[src/design/irq_prio_pkg.sv]
package irq_prio_pkg;
  // register byte addresses
  localparam logic [7:0] ADDR_PRIO_HIGH_CORE = 8'hB7;
  localparam logic [7:0] ADDR_PRIO_HIGH_EXT  = 8'hF7;
  localparam logic [7:0] ADDR_PRIO_LOW_EXT   = 8'hF8;
  localparam logic [7:0] ADDR_PRIO_LOW_CORE  = 8'hB8;
  localparam logic [7:0] ADDR_PENDING        = 8'hC0;
  localparam logic [7:0] ADDR_ENABLE         = 8'hC4;
  localparam logic [7:0] ADDR_SERVICE        = 8'hC8;
  localparam logic [7:0] ADDR_BITOP          = 8'hCC;
  // reset values and defined-bit masks
  localparam logic [7:0] CORE_MASK  = 8'h7F;
  localparam logic [7:0] EXT_MASK   = 8'h0F;
  localparam logic [7:0] RESET_ZERO = 8'h00;
  // extended register bit positions
  localparam int POS_SPI     = 3;
  localparam int POS_TIMOVR  = 2;
  localparam int POS_ADC     = 1;
  localparam int POS_CAN     = 0;
  // core register bit positions
  localparam int POS_PCA     = 6;
  localparam int POS_T2      = 5;
  localparam int POS_UART    = 4;
  localparam int POS_T1      = 3;
  localparam int POS_EXT1    = 2;
  localparam int POS_T0      = 1;
  localparam int POS_EXT0    = 0;
  // source count and polling-order indices
  localparam int NUM_SRC     = 11;
  localparam int CORE_SRC    = 7;
  localparam logic [3:0] NO_SRC = 4'hF;
  localparam logic [31:0] UNMAPPED_READ = 32'h0000_0000;
  // bit-op command fields: [15] set value, [10:8] bit, [7:0] address
  localparam int BITOP_VAL = 15;
  localparam int BITOP_BIT = 8;
  typedef enum logic [2:0]
  {
    ST_IDLE = 3'b001,
    ST_ACK  = 3'b010,
    ST_DONE = 3'b100
  } bus_state_type;
endpackage

[src/design/irq_prio_arbiter.sv]
`timescale 1ns/100ps
module irq_prio_arbiter #(
  parameter int N = 11
) (
  // clock and reset
  input  wire logic             core_clk,
  input  wire logic             rst_n,
  // per-source requests and levels, index is polling order
  input  wire logic [N-1:0]     req,
  input  wire logic [2*N-1:0]   level,
  // current service level, 0 = none; bit k => level k-1 in service
  input  wire logic [4:0]       in_service,
  // registered result
  output logic                  win_valid_q,
  output logic [3:0]            win_src_q,
  output logic [1:0]            win_level_q
);
  logic [3:0] best_src;
  logic [1:0] best_lvl;
  logic       best_any;
  logic       preempt;
  always_comb
  begin
    best_src = irq_prio_pkg::NO_SRC;
    best_lvl = 2'h0;
    best_any = 1'b0;
    // strict > keeps the earliest source on a tie
    for (int i = 0; i < N; i++)
    begin
      if (req[i] && (!best_any || level[2*i +: 2] > best_lvl))
      begin
        best_any = 1'b1;
        best_lvl = level[2*i +: 2];
        best_src = 4'(i);
      end
    end
  end
  // only a strictly higher level may interrupt the handler in service
  assign preempt = best_any &&
                   (in_service[4:1] >> best_lvl) == 4'h0;
  always_ff @(posedge core_clk or negedge rst_n)
  begin
    if (!rst_n)
    begin
      win_valid_q <= 1'b0;
      win_src_q   <= irq_prio_pkg::NO_SRC;
      win_level_q <= 2'h0;
    end
    else
    begin
      win_valid_q <= preempt;
      win_src_q   <= preempt ? best_src : irq_prio_pkg::NO_SRC;
      win_level_q <= preempt ? best_lvl : 2'h0;
    end
  end
endmodule

[src/design/irq_prio_regs.sv]
// Function
// - extended sources take level msb from ext high, lsb from ext low
// - two-bit level, 00 lowest, 11 highest, ranked by binary value
// - ext bits: spi 3, timer overrun 2, adc 1, can 0 in both
// - core high bits 6..0: pca, timer2, serial, timer1, ext1, timer0, ext0
// - unused upper bits read indeterminate; nothing relies on them; here they read back what was last written
// - ext low resets defined bits to zero and is bit addressable
// - core high resets its seven bits to zero
// - ext high sits at address F7h, resets defined bits to zero
// - higher level preempts; same or lower waits for handler end
// - ties broken by fixed polling order ext0 first, spi last
`timescale 1ns/100ps
module irq_prio_regs #(
  parameter int NUM_SRC = irq_prio_pkg::NUM_SRC
) (
  // clock and reset
  input  wire logic             core_clk,
  input  wire logic             rst_n,
  // avalon-mm slave
  input  wire logic [7:0]       avs_address,
  input  wire logic             avs_read,
  input  wire logic             avs_write,
  input  wire logic [31:0]      avs_writedata,
  output logic [31:0]           avs_readdata,
  output logic                  avs_waitrequest,
  // sources in polling order: ext0,t0,ext1,t1,pca,uart,t2,can,adc,tovr,spi
  input  wire logic [NUM_SRC-1:0] irq_req,
  // processor core: handler entry and return
  input  wire logic             irq_ack,
  input  wire logic             irq_return,
  output logic                  irq_valid,
  output logic [3:0]            irq_src,
  output logic [1:0]            irq_level
);
  irq_prio_pkg::bus_state_type state_q, state_d;
  logic [7:0]  high_core_q, low_core_q, high_ext_q, low_ext_q;
  logic [NUM_SRC-1:0] enable_q;
  logic [4:0]  service_q;
  logic [31:0] rdata_q;
  logic [31:0] rd_mux;
  logic [2*NUM_SRC-1:0] levels;
  wire         access   = avs_read | avs_write;
  // start marks the edge that takes a request, take the answer cycle
  wire         start    = (state_q == irq_prio_pkg::ST_IDLE) & access;
  wire         take     = (state_q == irq_prio_pkg::ST_ACK);
  wire         wr       = take & avs_write;
  // bit-op command reaches the bit-addressable ext low register
  wire [7:0]   bop_addr = avs_writedata[7:0];
  wire [2:0]   bop_bit  = avs_writedata[irq_prio_pkg::BITOP_BIT +: 3];
  wire         bop_val  = avs_writedata[irq_prio_pkg::BITOP_VAL];
  wire         sel_hc   = avs_address == irq_prio_pkg::ADDR_PRIO_HIGH_CORE;
  wire         sel_he   = avs_address == irq_prio_pkg::ADDR_PRIO_HIGH_EXT;
  wire         sel_le   = avs_address == irq_prio_pkg::ADDR_PRIO_LOW_EXT;
  wire         sel_lc   = avs_address == irq_prio_pkg::ADDR_PRIO_LOW_CORE;
  wire         sel_en   = avs_address == irq_prio_pkg::ADDR_ENABLE;
  wire         sel_pd   = avs_address == irq_prio_pkg::ADDR_PENDING;
  wire         sel_sv   = avs_address == irq_prio_pkg::ADDR_SERVICE;
  wire         sel_bo   = avs_address == irq_prio_pkg::ADDR_BITOP;
  wire         bop_le   = bop_addr == irq_prio_pkg::ADDR_PRIO_LOW_EXT;
  wire [7:0]   wbyte    = avs_writedata[7:0];
  // write strobes, one per register; they land at the end of the answer
  wire         wr_hc    = wr & sel_hc;
  wire         wr_lc    = wr & sel_lc;
  wire         wr_he    = wr & sel_he;
  wire         wr_le    = wr & sel_le;
  wire         wr_bo    = wr & sel_bo & bop_le;
  wire         wr_en    = wr & sel_en;
  // one-bit update of a register byte
  function automatic logic [7:0] bit_update(input logic [7:0] v,
                                            input logic [2:0] b,
                                            input logic       s);
    logic [7:0] r;
    r    = v;
    r[b] = s;
    return r;
  endfunction
  // bit-op to any other target is ignored, only ext low is bit addressable
  wire [7:0] low_ext_bop = bit_update(low_ext_q, bop_bit, bop_val);
  // read select; reserved bits show what was stored, unmapped reads zero
  always_comb
  begin
    if (sel_hc)
      rd_mux = {24'h0, high_core_q};
    else if (sel_he)
      rd_mux = {24'h0, high_ext_q};
    else if (sel_le)
      rd_mux = {24'h0, low_ext_q};
    else if (sel_lc)
      rd_mux = {24'h0, low_core_q};
    else if (sel_en)
      rd_mux = {21'h0, enable_q};
    else if (sel_pd)
      rd_mux = {21'h0, irq_req};
    else if (sel_sv)
      rd_mux = {27'h0, service_q};
    else
      rd_mux = irq_prio_pkg::UNMAPPED_READ;
  end
  // fixed one-wait-state slave: idle -> ack -> done
  // the done cycle keeps a request still held from being taken twice
  always_comb
  begin
    state_d = state_q;
    case (state_q)
      irq_prio_pkg::ST_IDLE: if (access) state_d = irq_prio_pkg::ST_ACK;
      irq_prio_pkg::ST_ACK:  state_d = irq_prio_pkg::ST_DONE;
      irq_prio_pkg::ST_DONE: state_d = irq_prio_pkg::ST_IDLE;
      default:               state_d = irq_prio_pkg::ST_IDLE;
    endcase
  end
  assign avs_waitrequest = !take;
  assign avs_readdata    = rdata_q;
  always_ff @(posedge core_clk or negedge rst_n)
  begin
    if (!rst_n)
    begin
      state_q <= irq_prio_pkg::ST_IDLE;
      rdata_q <= 32'h0000_0000;
    end
    else
    begin
      state_q <= state_d;
      // loaded as the request is taken, so the data stand in the answer
      if (start)
        rdata_q <= rd_mux;
    end
  end
  always_ff @(posedge core_clk or negedge rst_n)
  begin
    if (!rst_n)
    begin
      high_core_q <= irq_prio_pkg::RESET_ZERO;
      low_core_q  <= irq_prio_pkg::RESET_ZERO;
      high_ext_q  <= irq_prio_pkg::RESET_ZERO;
      low_ext_q   <= irq_prio_pkg::RESET_ZERO;
      enable_q    <= '0;
    end
    else
    begin
      // ext low takes a whole byte or a single bit, never both at once
      if (wr_hc)
        high_core_q <= wbyte;
      if (wr_lc)
        low_core_q  <= wbyte;
      if (wr_he)
        high_ext_q  <= wbyte;
      if (wr_le)
        low_ext_q   <= wbyte;
      else if (wr_bo)
        low_ext_q   <= low_ext_bop;
      if (wr_en)
        enable_q    <= avs_writedata[NUM_SRC-1:0];
    end
  end
  // two-bit level of one source: msb from the high, lsb from the low reg
  function automatic logic [1:0] pair(input logic [7:0] hi,
                                      input logic [7:0] lo,
                                      input int         pos);
    return {hi[pos], lo[pos]};
  endfunction
  // per-source levels; core bit order differs from the polling order
  wire [1:0]   lv_ext0  =
    pair(high_core_q, low_core_q, irq_prio_pkg::POS_EXT0);
  wire [1:0]   lv_t0    =
    pair(high_core_q, low_core_q, irq_prio_pkg::POS_T0);
  wire [1:0]   lv_ext1  =
    pair(high_core_q, low_core_q, irq_prio_pkg::POS_EXT1);
  wire [1:0]   lv_t1    =
    pair(high_core_q, low_core_q, irq_prio_pkg::POS_T1);
  wire [1:0]   lv_pca   =
    pair(high_core_q, low_core_q, irq_prio_pkg::POS_PCA);
  wire [1:0]   lv_uart  =
    pair(high_core_q, low_core_q, irq_prio_pkg::POS_UART);
  wire [1:0]   lv_t2    =
    pair(high_core_q, low_core_q, irq_prio_pkg::POS_T2);
  wire [1:0]   lv_can   =
    pair(high_ext_q, low_ext_q, irq_prio_pkg::POS_CAN);
  wire [1:0]   lv_adc   =
    pair(high_ext_q, low_ext_q, irq_prio_pkg::POS_ADC);
  wire [1:0]   lv_tovr  =
    pair(high_ext_q, low_ext_q, irq_prio_pkg::POS_TIMOVR);
  wire [1:0]   lv_spi   =
    pair(high_ext_q, low_ext_q, irq_prio_pkg::POS_SPI);
  // packed in polling order, ext0 in the lowest pair
  assign levels = {lv_spi, lv_tovr, lv_adc, lv_can, lv_t2, lv_uart,
                   lv_pca, lv_t1, lv_ext1, lv_t0, lv_ext0};
  // keep all bits but the highest set one
  function automatic logic [4:0] top_mask(input logic [4:0] v);
    logic [4:0] m;
    m = 5'h1F;
    for (int k = 0; k < 5; k++)
      if (v[k])
        m = 5'h1F ^ (5'h01 << k);
    return m;
  endfunction
  // nested service stack, one bit per level; return clears the top one
  // an entry and a return in one cycle keep the entry: the core never
  // issues both, so the lost return only matters to a broken core
  always_ff @(posedge core_clk or negedge rst_n)
  begin
    if (!rst_n)
      service_q <= 5'h00;
    else if (irq_ack && irq_valid)
      service_q <= service_q | (5'h02 << irq_level);
    else if (irq_return)
      service_q <= service_q & top_mask(service_q);
  end
  // requests are masked by their enables before they compete
  irq_prio_arbiter #(
    .N (NUM_SRC)
  ) u_arb (
    .core_clk    (core_clk),
    .rst_n       (rst_n),
    .req         (irq_req & enable_q),
    .level       (levels),
    .in_service  (service_q),
    .win_valid_q (irq_valid),
    .win_src_q   (irq_src),
    .win_level_q (irq_level)
  );
endmodule

[config.mk]
export PLATFORM = sky130hd
export DESIGN_NAME = irq_prio_regs
export DESIGN_NICKNAME = d
export VERILOG_FILES = /design/src/design/irq_prio_pkg.sv /design/src/design/irq_prio_arbiter.sv /design/src/design/irq_prio_regs.sv
export SDC_FILE = /design/constraint.sdc
export NUM_CORES = 1
export LEC_CHECK = 0
export BUFFER_PORTS_ARGS = -buffer_cell sky130_fd_sc_hd__buf_4
export CORE_ASPECT_RATIO = 0.75
export CORE_UTILIZATION = 41
export DETAILED_ROUTE_END_ITERATION = 12
export PLACE_DENSITY_LB_ADDON = 0.05
export SYNTH_ARGS = -nofsm -noshare
export SYNTH_HDL_FRONTEND = slang
export SYNTH_SLANG_ARGS = --single-unit
export TNS_END_PERCENT = 30
[constraint.sdc]
create_clock -name core_clk -period 11.2 [get_ports core_clk]
set_input_delay 1.12 -clock core_clk [delete_from_list [all_inputs] [get_ports core_clk]]
set_output_delay 1.12 -clock core_clk [all_outputs]
set_load 0.02 [all_outputs]
==> results of run 1 <==
==> cell usage after synthesis, types with 2 or more instances <==
cell type	number	area (um2)
o22ai_1	5	31.3
inv_1	20	75.1
nor3b_1	5	37.5
a211oi_1	2	15.0
dfrtp_1	64	1600
nand3_1	15	75.1
nand4_1	5	31.3
mux2i_1	20	200
o211ai_1	6	45.0
nand2b_1	5	31.3
a31oi_4	3	63.8
clkbuf_1	12	45.0
mux2_2	28	315
nand3b_1	4	30.0
dfstp_2	5	131
buf_1	2	7.51
o21a_1	3	22.5
o21ai_0	38	190
nor2_1	39	146
nand2_1	65	244
a22o_1	2	17.5
nor3_1	8	40.0
and2_1	7	43.8
a221oi_1	5	43.8
nor2b_1	9	56.3
and3_1	7	43.8
o21ai_1	4	20.0
o2111ai_1	2	17.5
ha_1	17	213
a31o_2	2	17.5
o211ai_2	2	25.0
buf_4	21	158
a21oi_1	24	120
a32oi_1	4	35.0
o21ai_2	2	17.5
o31ai_1	9	67.6
==> stage by stage <==
step | hold WS, ps | instances
3_5_place_dp | 472 | 715
6_report | 480 | 753
2_1_floorplan | 449 | 518
4_1_cts | 483 | 743
5_1_grt | 505 | 753
3_3_place_gp | 461 | 715
==> how the worst min path moves through the flow <==
stage	start	end	slack (ps)	cells past startpoint
6_report	state_q[2]$_DFFE_PN0P_	state_q[2]$_DFFE_PN0P_	480	1
5_1_grt	state_q[2]$_DFFE_PN0P_	state_q[2]$_DFFE_PN0P_	500	1
4_1_cts	state_q[2]$_DFFE_PN0P_	state_q[2]$_DFFE_PN0P_	480	1
3_5_place_dp	state_q[2]$_DFFE_PN0P_	state_q[2]$_DFFE_PN0P_	470	1
3_3_place_gp	avs_readdata[10]$_DFFE_PN0P_	avs_readdata[10]$_DFFE_PN0P_	460	2
2_1_floorplan	state_q[2]$_DFFE_PN0P_	state_q[2]$_DFFE_PN0P_	450	1
==> registers in the layout, indices dropped and copies added, names as in the netlist <==
name               count
avs_readdata          11
enable_q              11
high_core_q            8
high_ext_q             8
low_core_q             8
low_ext_q              8
service_q              5
u_arb.win_src_q        4
state_q                3
u_arb.win_level_q      2
u_arb.win_valid_q      1
==> cells by family (layout without fill, tap and decap cells) <==
family / after synthesis / in the layout / synth area share
other cells: 1 / 21 / 0.000822
simple gates: 178 / 178 / 0.187
buf+inv: 56 / 155 / 0.0636
flops: 69 / 69 / 0.380
fa+ha+maj: 17 / 17 / 0.0466
mux: 48 / 48 / 0.113
compound gates: 129 / 129 / 0.209
==> metal layers <==
| metal | vias to the layer above | part of all wire |
|---|---|---|
| li1 | 2008 | - |
| met1 | 2081 | 0.48 |
| met2 | 114 | 0.45 |
| met3 | 18 | 0.055 |
| met4 | 0 | 0.014 |
| met5 | - | 0 |
==> power by group <==
part	internal (W)	total, W	switching (W)	leakage (nW)
clock	0.000219	0.000335	0.000116	0.166
combinational	0.0000479	0.000121	0.0000729	1.81
sequential	0.000261	0.000269	0.00000809	0.903
total	0.000528	0.000725	0.000197	2.88
==> layout make-up <==
cell class | count | area, um2
Sequential cell | 69 | 1730
Clock inverter | 7 | 124
Clock buffer | 9 | 225
Tap cell | 136 | 170
Inverter | 20 | 75.1
Multi-Input combinational cell | 393 | 3020
Timing Repair Buffer | 119 | 912
Fill cell | 940 | 4270
==> repair_timing <==
item	in CTS	in global routing
hold buffers	0	0
buffers inserted	12	10
endpoints found under the setup margin	7	7
gates resized for setup	42	28
pin swaps	43	43
==> flow_summary_export.csv, run 1 <==
group,metric,value,unit
finish,layout.cells.most_common_list,"115 x buf_4, 64 x dfrtp_1, 61 x nand2_1",
critical_path,arrival,11590,ps
detailed_routing,finalWirelength,14.2,mm
critical_path,reg2reg_slack,160,ps
yosys,synthArstFlopShare,1.00,
finish,utilization,0.595,
detailed_routing,drc,0,
floorplanning,num_rows,32,
detailed_routing,ant_nets,0,
yosys,synth_seq_cells,69,
yosys,synth_edf_count,0,
yosys,ys_warn_count,0,
placed_design,hpwl,10.2,mm
flow_run,cap_violations,0,
finish,diodes,0,
critical_path,startpoint,"irq_req[0]",
clock_tree,htree_levels,3,
critical_path,slowest_delay,350,ps
critical_path,cp_top_family,"compound AO/OA/AOI/OAI gates",
floorplanning,design.die.area,11600,um2
placed_design,port_buffers,55,
run_status,outcome,"complete, but fails checks",
clock_tree,cts_inserted_buffers,9,
finish,finalInstanceArea,6260,um2
yosys,synth_flop_cell,"dfrtp_1",
clock_tree,cts_tree,"done",
clock_tree,cts_buffer_depth,2,
clock_tree,clk_pin_slew_worst_paths,60,ps
critical_path,worst_ep_required_time,11450,ps
global_route,grtUsageMet1,0.382,
power,irDropWorstVdd,0.0000603,V
finish,drive_gt1_frac,0.395,
power,power.density,116,nW/um2
floorplanning,die_x,124,um
global_route,grt_busiest_layer,"met2",
min_path,holdCritPathClass,"flop to flop",
detailed_routing,first_pass_iters,5,
power,p_leak,2.88,nW
floorplanning,core,10500,um2
placed_design,placed_cell_area,5400,um2
critical_path,path_buf_inv,5,
timing,period_share,1.01,
placed_design,gp_congestion,0.855,
global_route,antenna_found_initial,0,
yosys,synth.cell_area,4560,um2
clock_tree,cts.sinks,69,
global_route,grt_max_degree,70,
finish,final_nets,686,
critical_path,crit_top_cell,"ha_4",
timing,slew_viol_final,0,
critical_path,cpMaxStageDelayCell,"ha_1",
global_route,first_global_vias,4084,
global_route,gr-usage-met3,0.0427,
timing,min_period,11340,ps
yosys,yosysSeqAreaShare,0.380,
critical_path,crit_fanout,5,
timing,final-hold-violation-count,0,
timing,relSlewSlack,0.305,
floorplanning,io_pins,97,
global_route,grt_util_met2,0.395,
timing,fin_skew,8.67,ps
placed_design,pre_cts_ws,-812,ps
finish,final_common_cell,"buf_4",
critical_path,worstSetupEndpointType,"flop",
global_route,grt_pass1_wl,22.1,mm
yosys,yosys.cell_types.count,63,
critical_path,cp_num_cells,68,
timing,worstMarginPinSlew,1040,ps
timing,tns,-706,ps
yosys,avgSynthCellArea,9.16,um2
clock_tree,cts_root_buf,"clkbuf_16",
yosys,netlist_instances,498,
detailed_routing,via_per_inst,5.61,
critical_path,worst-setup-path-type,"primary input to flop",
finish,area_growth,37.3,%
clock_tree,clk_latency,340,ps
critical_path,reg2regPathDepth,68,
global_route,overflow,0,
global_route,grt_use_total,0.261,
floorplanning,start_util,0.433,
critical_path,worstReg2RegEnd,"u_arb.win_src_q[0]$_DFF_PN1_",
detailed_routing,dr.first_iter.drc_count,246,
timing,rsz0062_at_grt,"true",
critical_path,cp-endpoint,"u_arb.win_src_q[0]$_DFF_PN1_",
run_status,violations,"negative setup slack",
timing,clock.fmax,0.0882,GHz
power,finalPower,0.000725,W
critical_path,critPathLaunchType,"primary input",
timing,fin_ws,-142,ps
detailed_routing,num_vias,4221,
floorplanning,die_y,93.4,um
critical_path,r2r-start,"enable_q[0]$_DFFE_PN0P_",
detailed_routing,wl_per_cell,18.9,um
timing,setup_violations,7,
Power figures use the tool's default switching activity.
==> inputs of run 2 (changes only) <==
--- a/config.mk
+++ b/config.mk
@@ -9,6 +9,7 @@
 export CORE_ASPECT_RATIO = 0.75
 export CORE_UTILIZATION = 41
 export DETAILED_ROUTE_END_ITERATION = 12
+export MAX_ROUTING_LAYER = met4
 export PLACE_DENSITY_LB_ADDON = 0.05
 export SYNTH_ARGS = -nofsm -noshare
 export SYNTH_HDL_FRONTEND = slang
==> flow_summary_export.csv, run 2 (synthesized netlist as in run 1, its figures left out) <==
group,metric,value,unit
timing,period_share,1.01,
global_route,grt_max_degree,70,
critical_path,crit_fanout,5,
detailed_routing,drc,0,
timing,slew_viol_final,0,
critical_path,cpMaxStageDelayCell,"ha_1",
critical_path,worst_ep_required_time,11450,ps
timing,rsz0062_at_grt,"true",
placed_design,port_buffers,55,
placed_design,dpl.cell_count,715,
floorplanning,num_rows,32,
clock_tree,clk_latency,340,ps
detailed_routing,via_per_inst,5.60,
finish,utilization,0.595,
finish,diodes,0,
timing,setup_violations,7,
global_route,grt_pass1_wl,22.1,mm
clock_tree,cts_inserted_buffers,9,
global_route,first_global_vias,4070,
placed_design,gp_congestion,0.868,
critical_path,reg2regPathDepth,68,
clock_tree,cts_buffer_depth,2,
timing,min_period,11350,ps
critical_path,critPathLaunchType,"primary input",
finish,finalInstanceArea,6260,um2
finish,finalNonFillerCells,753,
timing,clock.fmax,0.0881,GHz
detailed_routing,dr.first_iter.drc_count,252,
power,irDropWorstVdd,0.0000607,V
power,power.density,116,nW/um2
clock_tree,clk_pin_slew_worst_paths,60,ps
timing,final-hold-violation-count,0,
detailed_routing,finalWirelength,14.3,mm
global_route,antenna_found_initial,0,
critical_path,startpoint,"irq_req[0]",
power,p_leak,2.88,nW
critical_path,crit_top_cell,"ha_4",
finish,final_common_cell,"buf_4",
critical_path,r2r-start,"enable_q[0]$_DFFE_PN0P_",
finish,multiInputGateArea,3020,um2
min_path,holdCritPathClass,"flop to flop",
clock_tree,htree_levels,3,
floorplanning,core,10500,um2
clock_tree,cts_root_buf,"clkbuf_16",
finish,layout.cells.most_common_list,"115 x buf_4, 64 x dfrtp_1, 61 x nand2_1",
run_status,outcome,"complete, but fails checks",
floorplanning,die_x,124,um
global_route,grt_use_total,0.269,
finish,drive_gt1_frac,0.395,
critical_path,worstSetupEndpointType,"flop",
detailed_routing,num_vias,4217,
critical_path,slowest_delay,350,ps
flow_run,cap_violations,0,
clock_tree,cts_tree,"done",
critical_path,worstReg2RegEnd,"u_arb.win_src_q[0]$_DFF_PN1_",
clock_tree,cts.sinks,69,
finish,area_growth,37.3,%
critical_path,reg2reg_slack,150,ps
timing,relSlewSlack,0.310,
floorplanning,design.die.area,11600,um2
detailed_routing,wl_per_cell,18.9,um
finish,final_nets,686,
critical_path,worst-setup-path-type,"primary input to flop",
timing,fin_ws,-146,ps
floorplanning,die_y,93.4,um
critical_path,cp-endpoint,"u_arb.win_src_q[0]$_DFF_PN1_",
floorplanning,start_util,0.433,
finish,fill_cells,940,
placed_design,hpwl,10.2,mm
global_route,overflow,0,
timing,fin_skew,7.90,ps
detailed_routing,first_pass_iters,5,
placed_design,placed_cell_area,5400,um2
floorplanning,io_pins,97,
run_status,violations,"negative setup slack",
timing,worstMarginPinSlew,1030,ps
detailed_routing,ant_nets,0,
clock_tree,cts_hold_buf,0,
finish,ff_latch_area,1730,um2
critical_path,arrival,11600,ps
==> run 2: cell counts in the layout (fill, tap and decap cells not counted) <==
Identical to the previous run, type by type.
==> run 2: per-layer routing <==
| metal | wire length [um] | track usage | up-vias |
|---|---|---|---|
| met5 | 0 | - | - |
| met3 | 728 | 0.0427 | 18 |
| met2 | 6340 | 0.398 | 120 |
| li1 | - | - | 2007 |
| met1 | 6960 | 0.380 | 2072 |
| met4 | 226 | 0.0703 | 0 |
==> run 2: through the flow <==
stage	setup WS (ps)	hold slack [ps]	total power [W]	TNS, ps
finish	-146	481	0.000725	-708
global route	-608	504	0.000753	-3970
CTS	-235	483	0.000723	-1230
detailed placement	-812	472	0.000379	-5310
global placement	-538	461	0.000377	-3420
floorplan	3.13	449	0.000338	0
==> run 2: worst min path at each step <==
stage / slack (ps) / endpoint / startpoint / cells after the start
global placement: 460 / avs_readdata[10]$_DFFE_PN0P_ / avs_readdata[10]$_DFFE_PN0P_ / 2
floorplan: 450 / state_q[2]$_DFFE_PN0P_ / state_q[2]$_DFFE_PN0P_ / 1
finish: 480 / state_q[2]$_DFFE_PN0P_ / state_q[2]$_DFFE_PN0P_ / 1
CTS: 480 / state_q[2]$_DFFE_PN0P_ / state_q[2]$_DFFE_PN0P_ / 1
detailed placement: 470 / state_q[2]$_DFFE_PN0P_ / state_q[2]$_DFFE_PN0P_ / 1
global route: 500 / state_q[2]$_DFFE_PN0P_ / state_q[2]$_DFFE_PN0P_ / 1
==> run 2: critical path: cells and delay by family <==
| family | cells | cell delay (ps) |
|---|---|---|
| compound gates | 28 | 4430 |
| simple gates | 24 | 2530 |
| buf+inv | 6 | 640 |
| mux | 1 | 240 |
| fa+ha+maj | 10 | 2610 |
==> run 2: power breakdown <==
group / total (W) / leakage [nW] / internal [W] / switching (W)
clock: 0.000335 / 0.166 / 0.000219 / 0.000116
combinational: 0.000121 / 1.81 / 0.0000479 / 0.0000729
sequential: 0.000269 / 0.903 / 0.000261 / 0.00000808
==> run 2: area by class of cell <==
cell class,count,area share
multi-input cells,393,0.483
flip-flops and latches,69,0.277
repair buffers,119,0.146
clock buffers,9,0.0360
well taps,136,0.0272
clock inverters,7,0.0198
inverters,20,0.0120
==> run 2: repair_timing <==
item | 4_1_cts | 5_1_grt
gates resized for setup | 42 | 28
cloned | 0 | 0
buffers inserted | 12 | 10
hold endpoints to repair | 0 | 0
setup endpoints to repair | 7 | 7
pin swaps | 43 | 43
==> inputs of run 3 (changes only) <==
--- a/config.mk
+++ b/config.mk
@@ -5,6 +5,7 @@
 export SDC_FILE = /design/constraint.sdc
 export NUM_CORES = 1
 export LEC_CHECK = 0
+export ABC_AREA = 1
 export BUFFER_PORTS_ARGS = -buffer_cell sky130_fd_sc_hd__buf_4
 export CORE_ASPECT_RATIO = 0.75
 export CORE_UTILIZATION = 41
==> flow_summary_export.csv, run 3 <==
group,metric,value,unit
yosys,synth_compound_area_frac,0.145,
critical_path,worstSetupEndpointType,"flop",
yosys,synth_seq_cells,69,
global_route,first_global_vias,3838,
finish,utilization,0.527,
detailed_routing,ant_nets,0,
detailed_routing,drc,0,
timing,min_period,10480,ps
global_route,grt_max_degree,70,
detailed_routing,highest_layer,"met4",
floorplanning,die_y,91.6,um
timing,setup_violations,0,
power,power.density,118,nW/um2
timing,fin_skew,9.09,ps
yosys,yosysMostFrequentCell,"nand2_1",
critical_path,arrival,10750,ps
detailed_routing,via_per_inst,5.14,
finish,finalInstanceArea,5450,um2
detailed_routing,first_pass_iters,5,
global_route,grt_pass1_wl,20.2,mm
floorplanning,io_pins,97,
global_route,overflow,0,
timing,worstMarginPinSlew,955,ps
yosys,synth_edf_count,0,
placed_design,port_buffers,55,
floorplanning,core,10300,um2
finish,diodes,0,
critical_path,crit_fanout,5,
power,power_switching,0.000176,W
flow_run,cap_violations,0,
critical_path,slowest_delay,310,ps
finish,drive_gt1_frac,0.228,
power,irDropWorstVdd,0.0000801,V
placed_design,placed_cell_area,4980,um2
yosys,synth_mux_area_frac,0,
floorplanning,design.die.area,11100,um2
yosys,netlist_instances,595,
detailed_routing,num_vias,4191,
yosys,yosysSeqAreaShare,0.395,
global_route,antenna_found_initial,0,
finish,layout.cells.most_common_list,"159 x nand2_1, 81 x inv_1, 78 x buf_4",
critical_path,worst-setup-path-type,"primary input to flop",
finish,final_nets,749,
floorplanning,die_x,121,um
yosys,yosys.cell_types.count,37,
min_path,holdCritPathClass,"flop to flop",
yosys,yosys.area_share.simple,0.295,
detailed_routing,wl_met1,6.44,mm
yosys,synth_flop_cell,"dfrtp_1",
placed_design,dpl.cell_count,793,
power,power.internal,0.000469,W
detailed_routing,wl_met2,5.29,mm
critical_path,crit_top_cell,"nand2_2",
clock_tree,cts_hold_buf,0,
yosys,synth.cell_area,4380,um2
detailed_routing,met3_length,726,um
critical_path,critPathLaunchType,"primary input",
clock_tree,cts_tree,"done",
timing,relSlewSlack,0.359,
timing,final-hold-violation-count,0,
detailed_routing,dr.first_iter.drc_count,313,
timing,whs,458,ps
clock_tree,cts.sinks,69,
placed_design,hpwl,9.75,mm
global_route,grt_use_total,0.251,
floorplanning,start_util,0.424,
yosys,synthArstFlopShare,1.00,
yosys,synth_common_cells,"164 x nand2_1, 83 x inv_1, 64 x dfrtp_1",
power,comb_power_share,0.144,
finish,final_common_cell,"nand2_1",
clock_tree,cts_buffer_depth,2,
power,pwr-share-clk,0.439,
critical_path,worst_ep_required_time,11470,ps
timing,clock.fmax,0.0954,GHz
yosys,synth_top_cell_by_area,"dfrtp_1",
yosys,synth_top_area_frac,0.365,
yosys,ys_warn_count,0,
placed_design,gp_congestion,0.862,
timing,period_share,0.936,
yosys,synth_area_leaders,"dfrtp_1 37%, nand2_1 14%, inv_1 7.1%",
clock_tree,cts_inserted_buffers,9,
critical_path,cpMaxStageDelayCell,"ha_1",
placed_design,pre_cts_ws,-74.0,ps
timing,fin_ws,721,ps
clock_tree,clk_pin_slew_worst_paths,60,ps
finish,fill_cells,1007,
yosys,synth_top_family_by_area,"simple AND/OR/NAND/NOR gates",
power,swShare,0.273,
run_status,outcome,"completed",
timing,slew_viol_final,0,
finish,finalNonFillerCells,815,
floorplanning,num_rows,32,
clock_tree,htree_levels,3,
detailed_routing,wl_per_cell,15.6,um
detailed_routing,finalWirelength,12.7,mm
finish,area_growth,24.2,%
clock_tree,clk_latency,330,ps
clock_tree,cts_root_buf,"clkbuf_16",
power,p_leak,2.81,nW
power,pwr-share-seq,0.416,
yosys,synth-xor-area-share,0,
yosys,avgSynthCellArea,7.37,um2
yosys,yosys.area_share.adder,0.0485,
[run 3: cell count changes after synthesis, sizes merged, moves of 7 or more]
cell / previous run / this run
a21oi: 26 / 15
and3: 8 / 0
inv: 20 / 84
mux2: 28 / 0
mux2i: 20 / 0
nand2: 66 / 182
nand3: 15 / 40
nor2b: 9 / 0
o211ai: 8 / 0
o21ai: 44 / 66
o221ai: 1 / 8
o31ai: 10 / 2
[run 3: cell type report]
cell class | count | area, um2 | area share
timing repair buffer | 78 | 586 | 0.108
sequential | 69 | 1730 | 0.318
clock buffer | 12 | 246 | 0.0453
tap | 136 | 170 | 0.0312
inverter | 85 | 319 | 0.0586
clock inverter | 3 | 46.3 | 0.00850
multi-input combinational | 432 | 2350 | 0.431
[run 3: worst max-delay path, delay by kind of cell]
family,cells,cell delay [ps]
compound gates,12,1440
buf+inv,13,930
fa+ha+maj,10,2700
simple gates,52,4550
[run 3: cell families (layout without fill, tap and decap cells)]
group                    count (synthesis)  count (layout)
AND/OR/NAND/NOR                        288             288
flip-flops                              69              69
AO/OA/AOI/OAI                          106             106
other                                    1              21
adder cells (fa/ha/maj)                 17              17
buffers and inverters                  114             178
[run 3: metal layers]
layer / track usage / vias up
met5: - / -
met4: 0.0772 / 0
li1: - / 2053
met3: 0.0515 / 20
met1: 0.368 / 1984
met2: 0.342 / 134
[run 3: timing repair]
item / CTS / global route
setup buffers: 0 / 7
setup endpoints to repair: 0 / 7
resized for setup: 0 / 32
[run 3: stage by stage]
| step | power, W | setup TNS (ps) |
|---|---|---|
| 2_1_floorplan | 0.000328 | 0 |
| 3_3_place_gp | 0.000361 | -141 |
| 3_5_place_dp | 0.000362 | -372 |
| 4_1_cts | 0.000647 | 0 |
| 5_1_grt | 0.000675 | -860 |
| 6_report | 0.000644 | 0 |
[run 3: final timing paths]
path	start	end	slack (ps)	cells after the start
min in group asynchronous	rst_n	avs_readdata[3]$_DFFE_PN0P_	890	1
worst max-delay path	irq_req[0]	u_arb.win_src_q[3]$_DFF_PN1_	720	87
worst min-delay path	state_q[2]$_DFFE_PN0P_	state_q[2]$_DFFE_PN0P_	460	1
worst min register to register	state_q[2]$_DFFE_PN0P_	state_q[2]$_DFFE_PN0P_	460	1
max in group asynchronous	rst_n	low_core_q[7]$_DFFE_PN0P_	9700	1
worst max register to register	enable_q[0]$_DFFE_PN0P_	u_arb.win_src_q[3]$_DFF_PN1_	1180	86
[run 3: power by group through the flow]
stage	clock [W]	sequential [W]	combinational (W)
floorplan	0	0.000273	0.0000551
global placement	0	0.000272	0.0000893
detailed placement	0	0.000272	0.0000899
CTS	0.000289	0.000268	0.0000905
global route	0.000301	0.000269	0.000104
finish	0.000283	0.000268	0.0000929
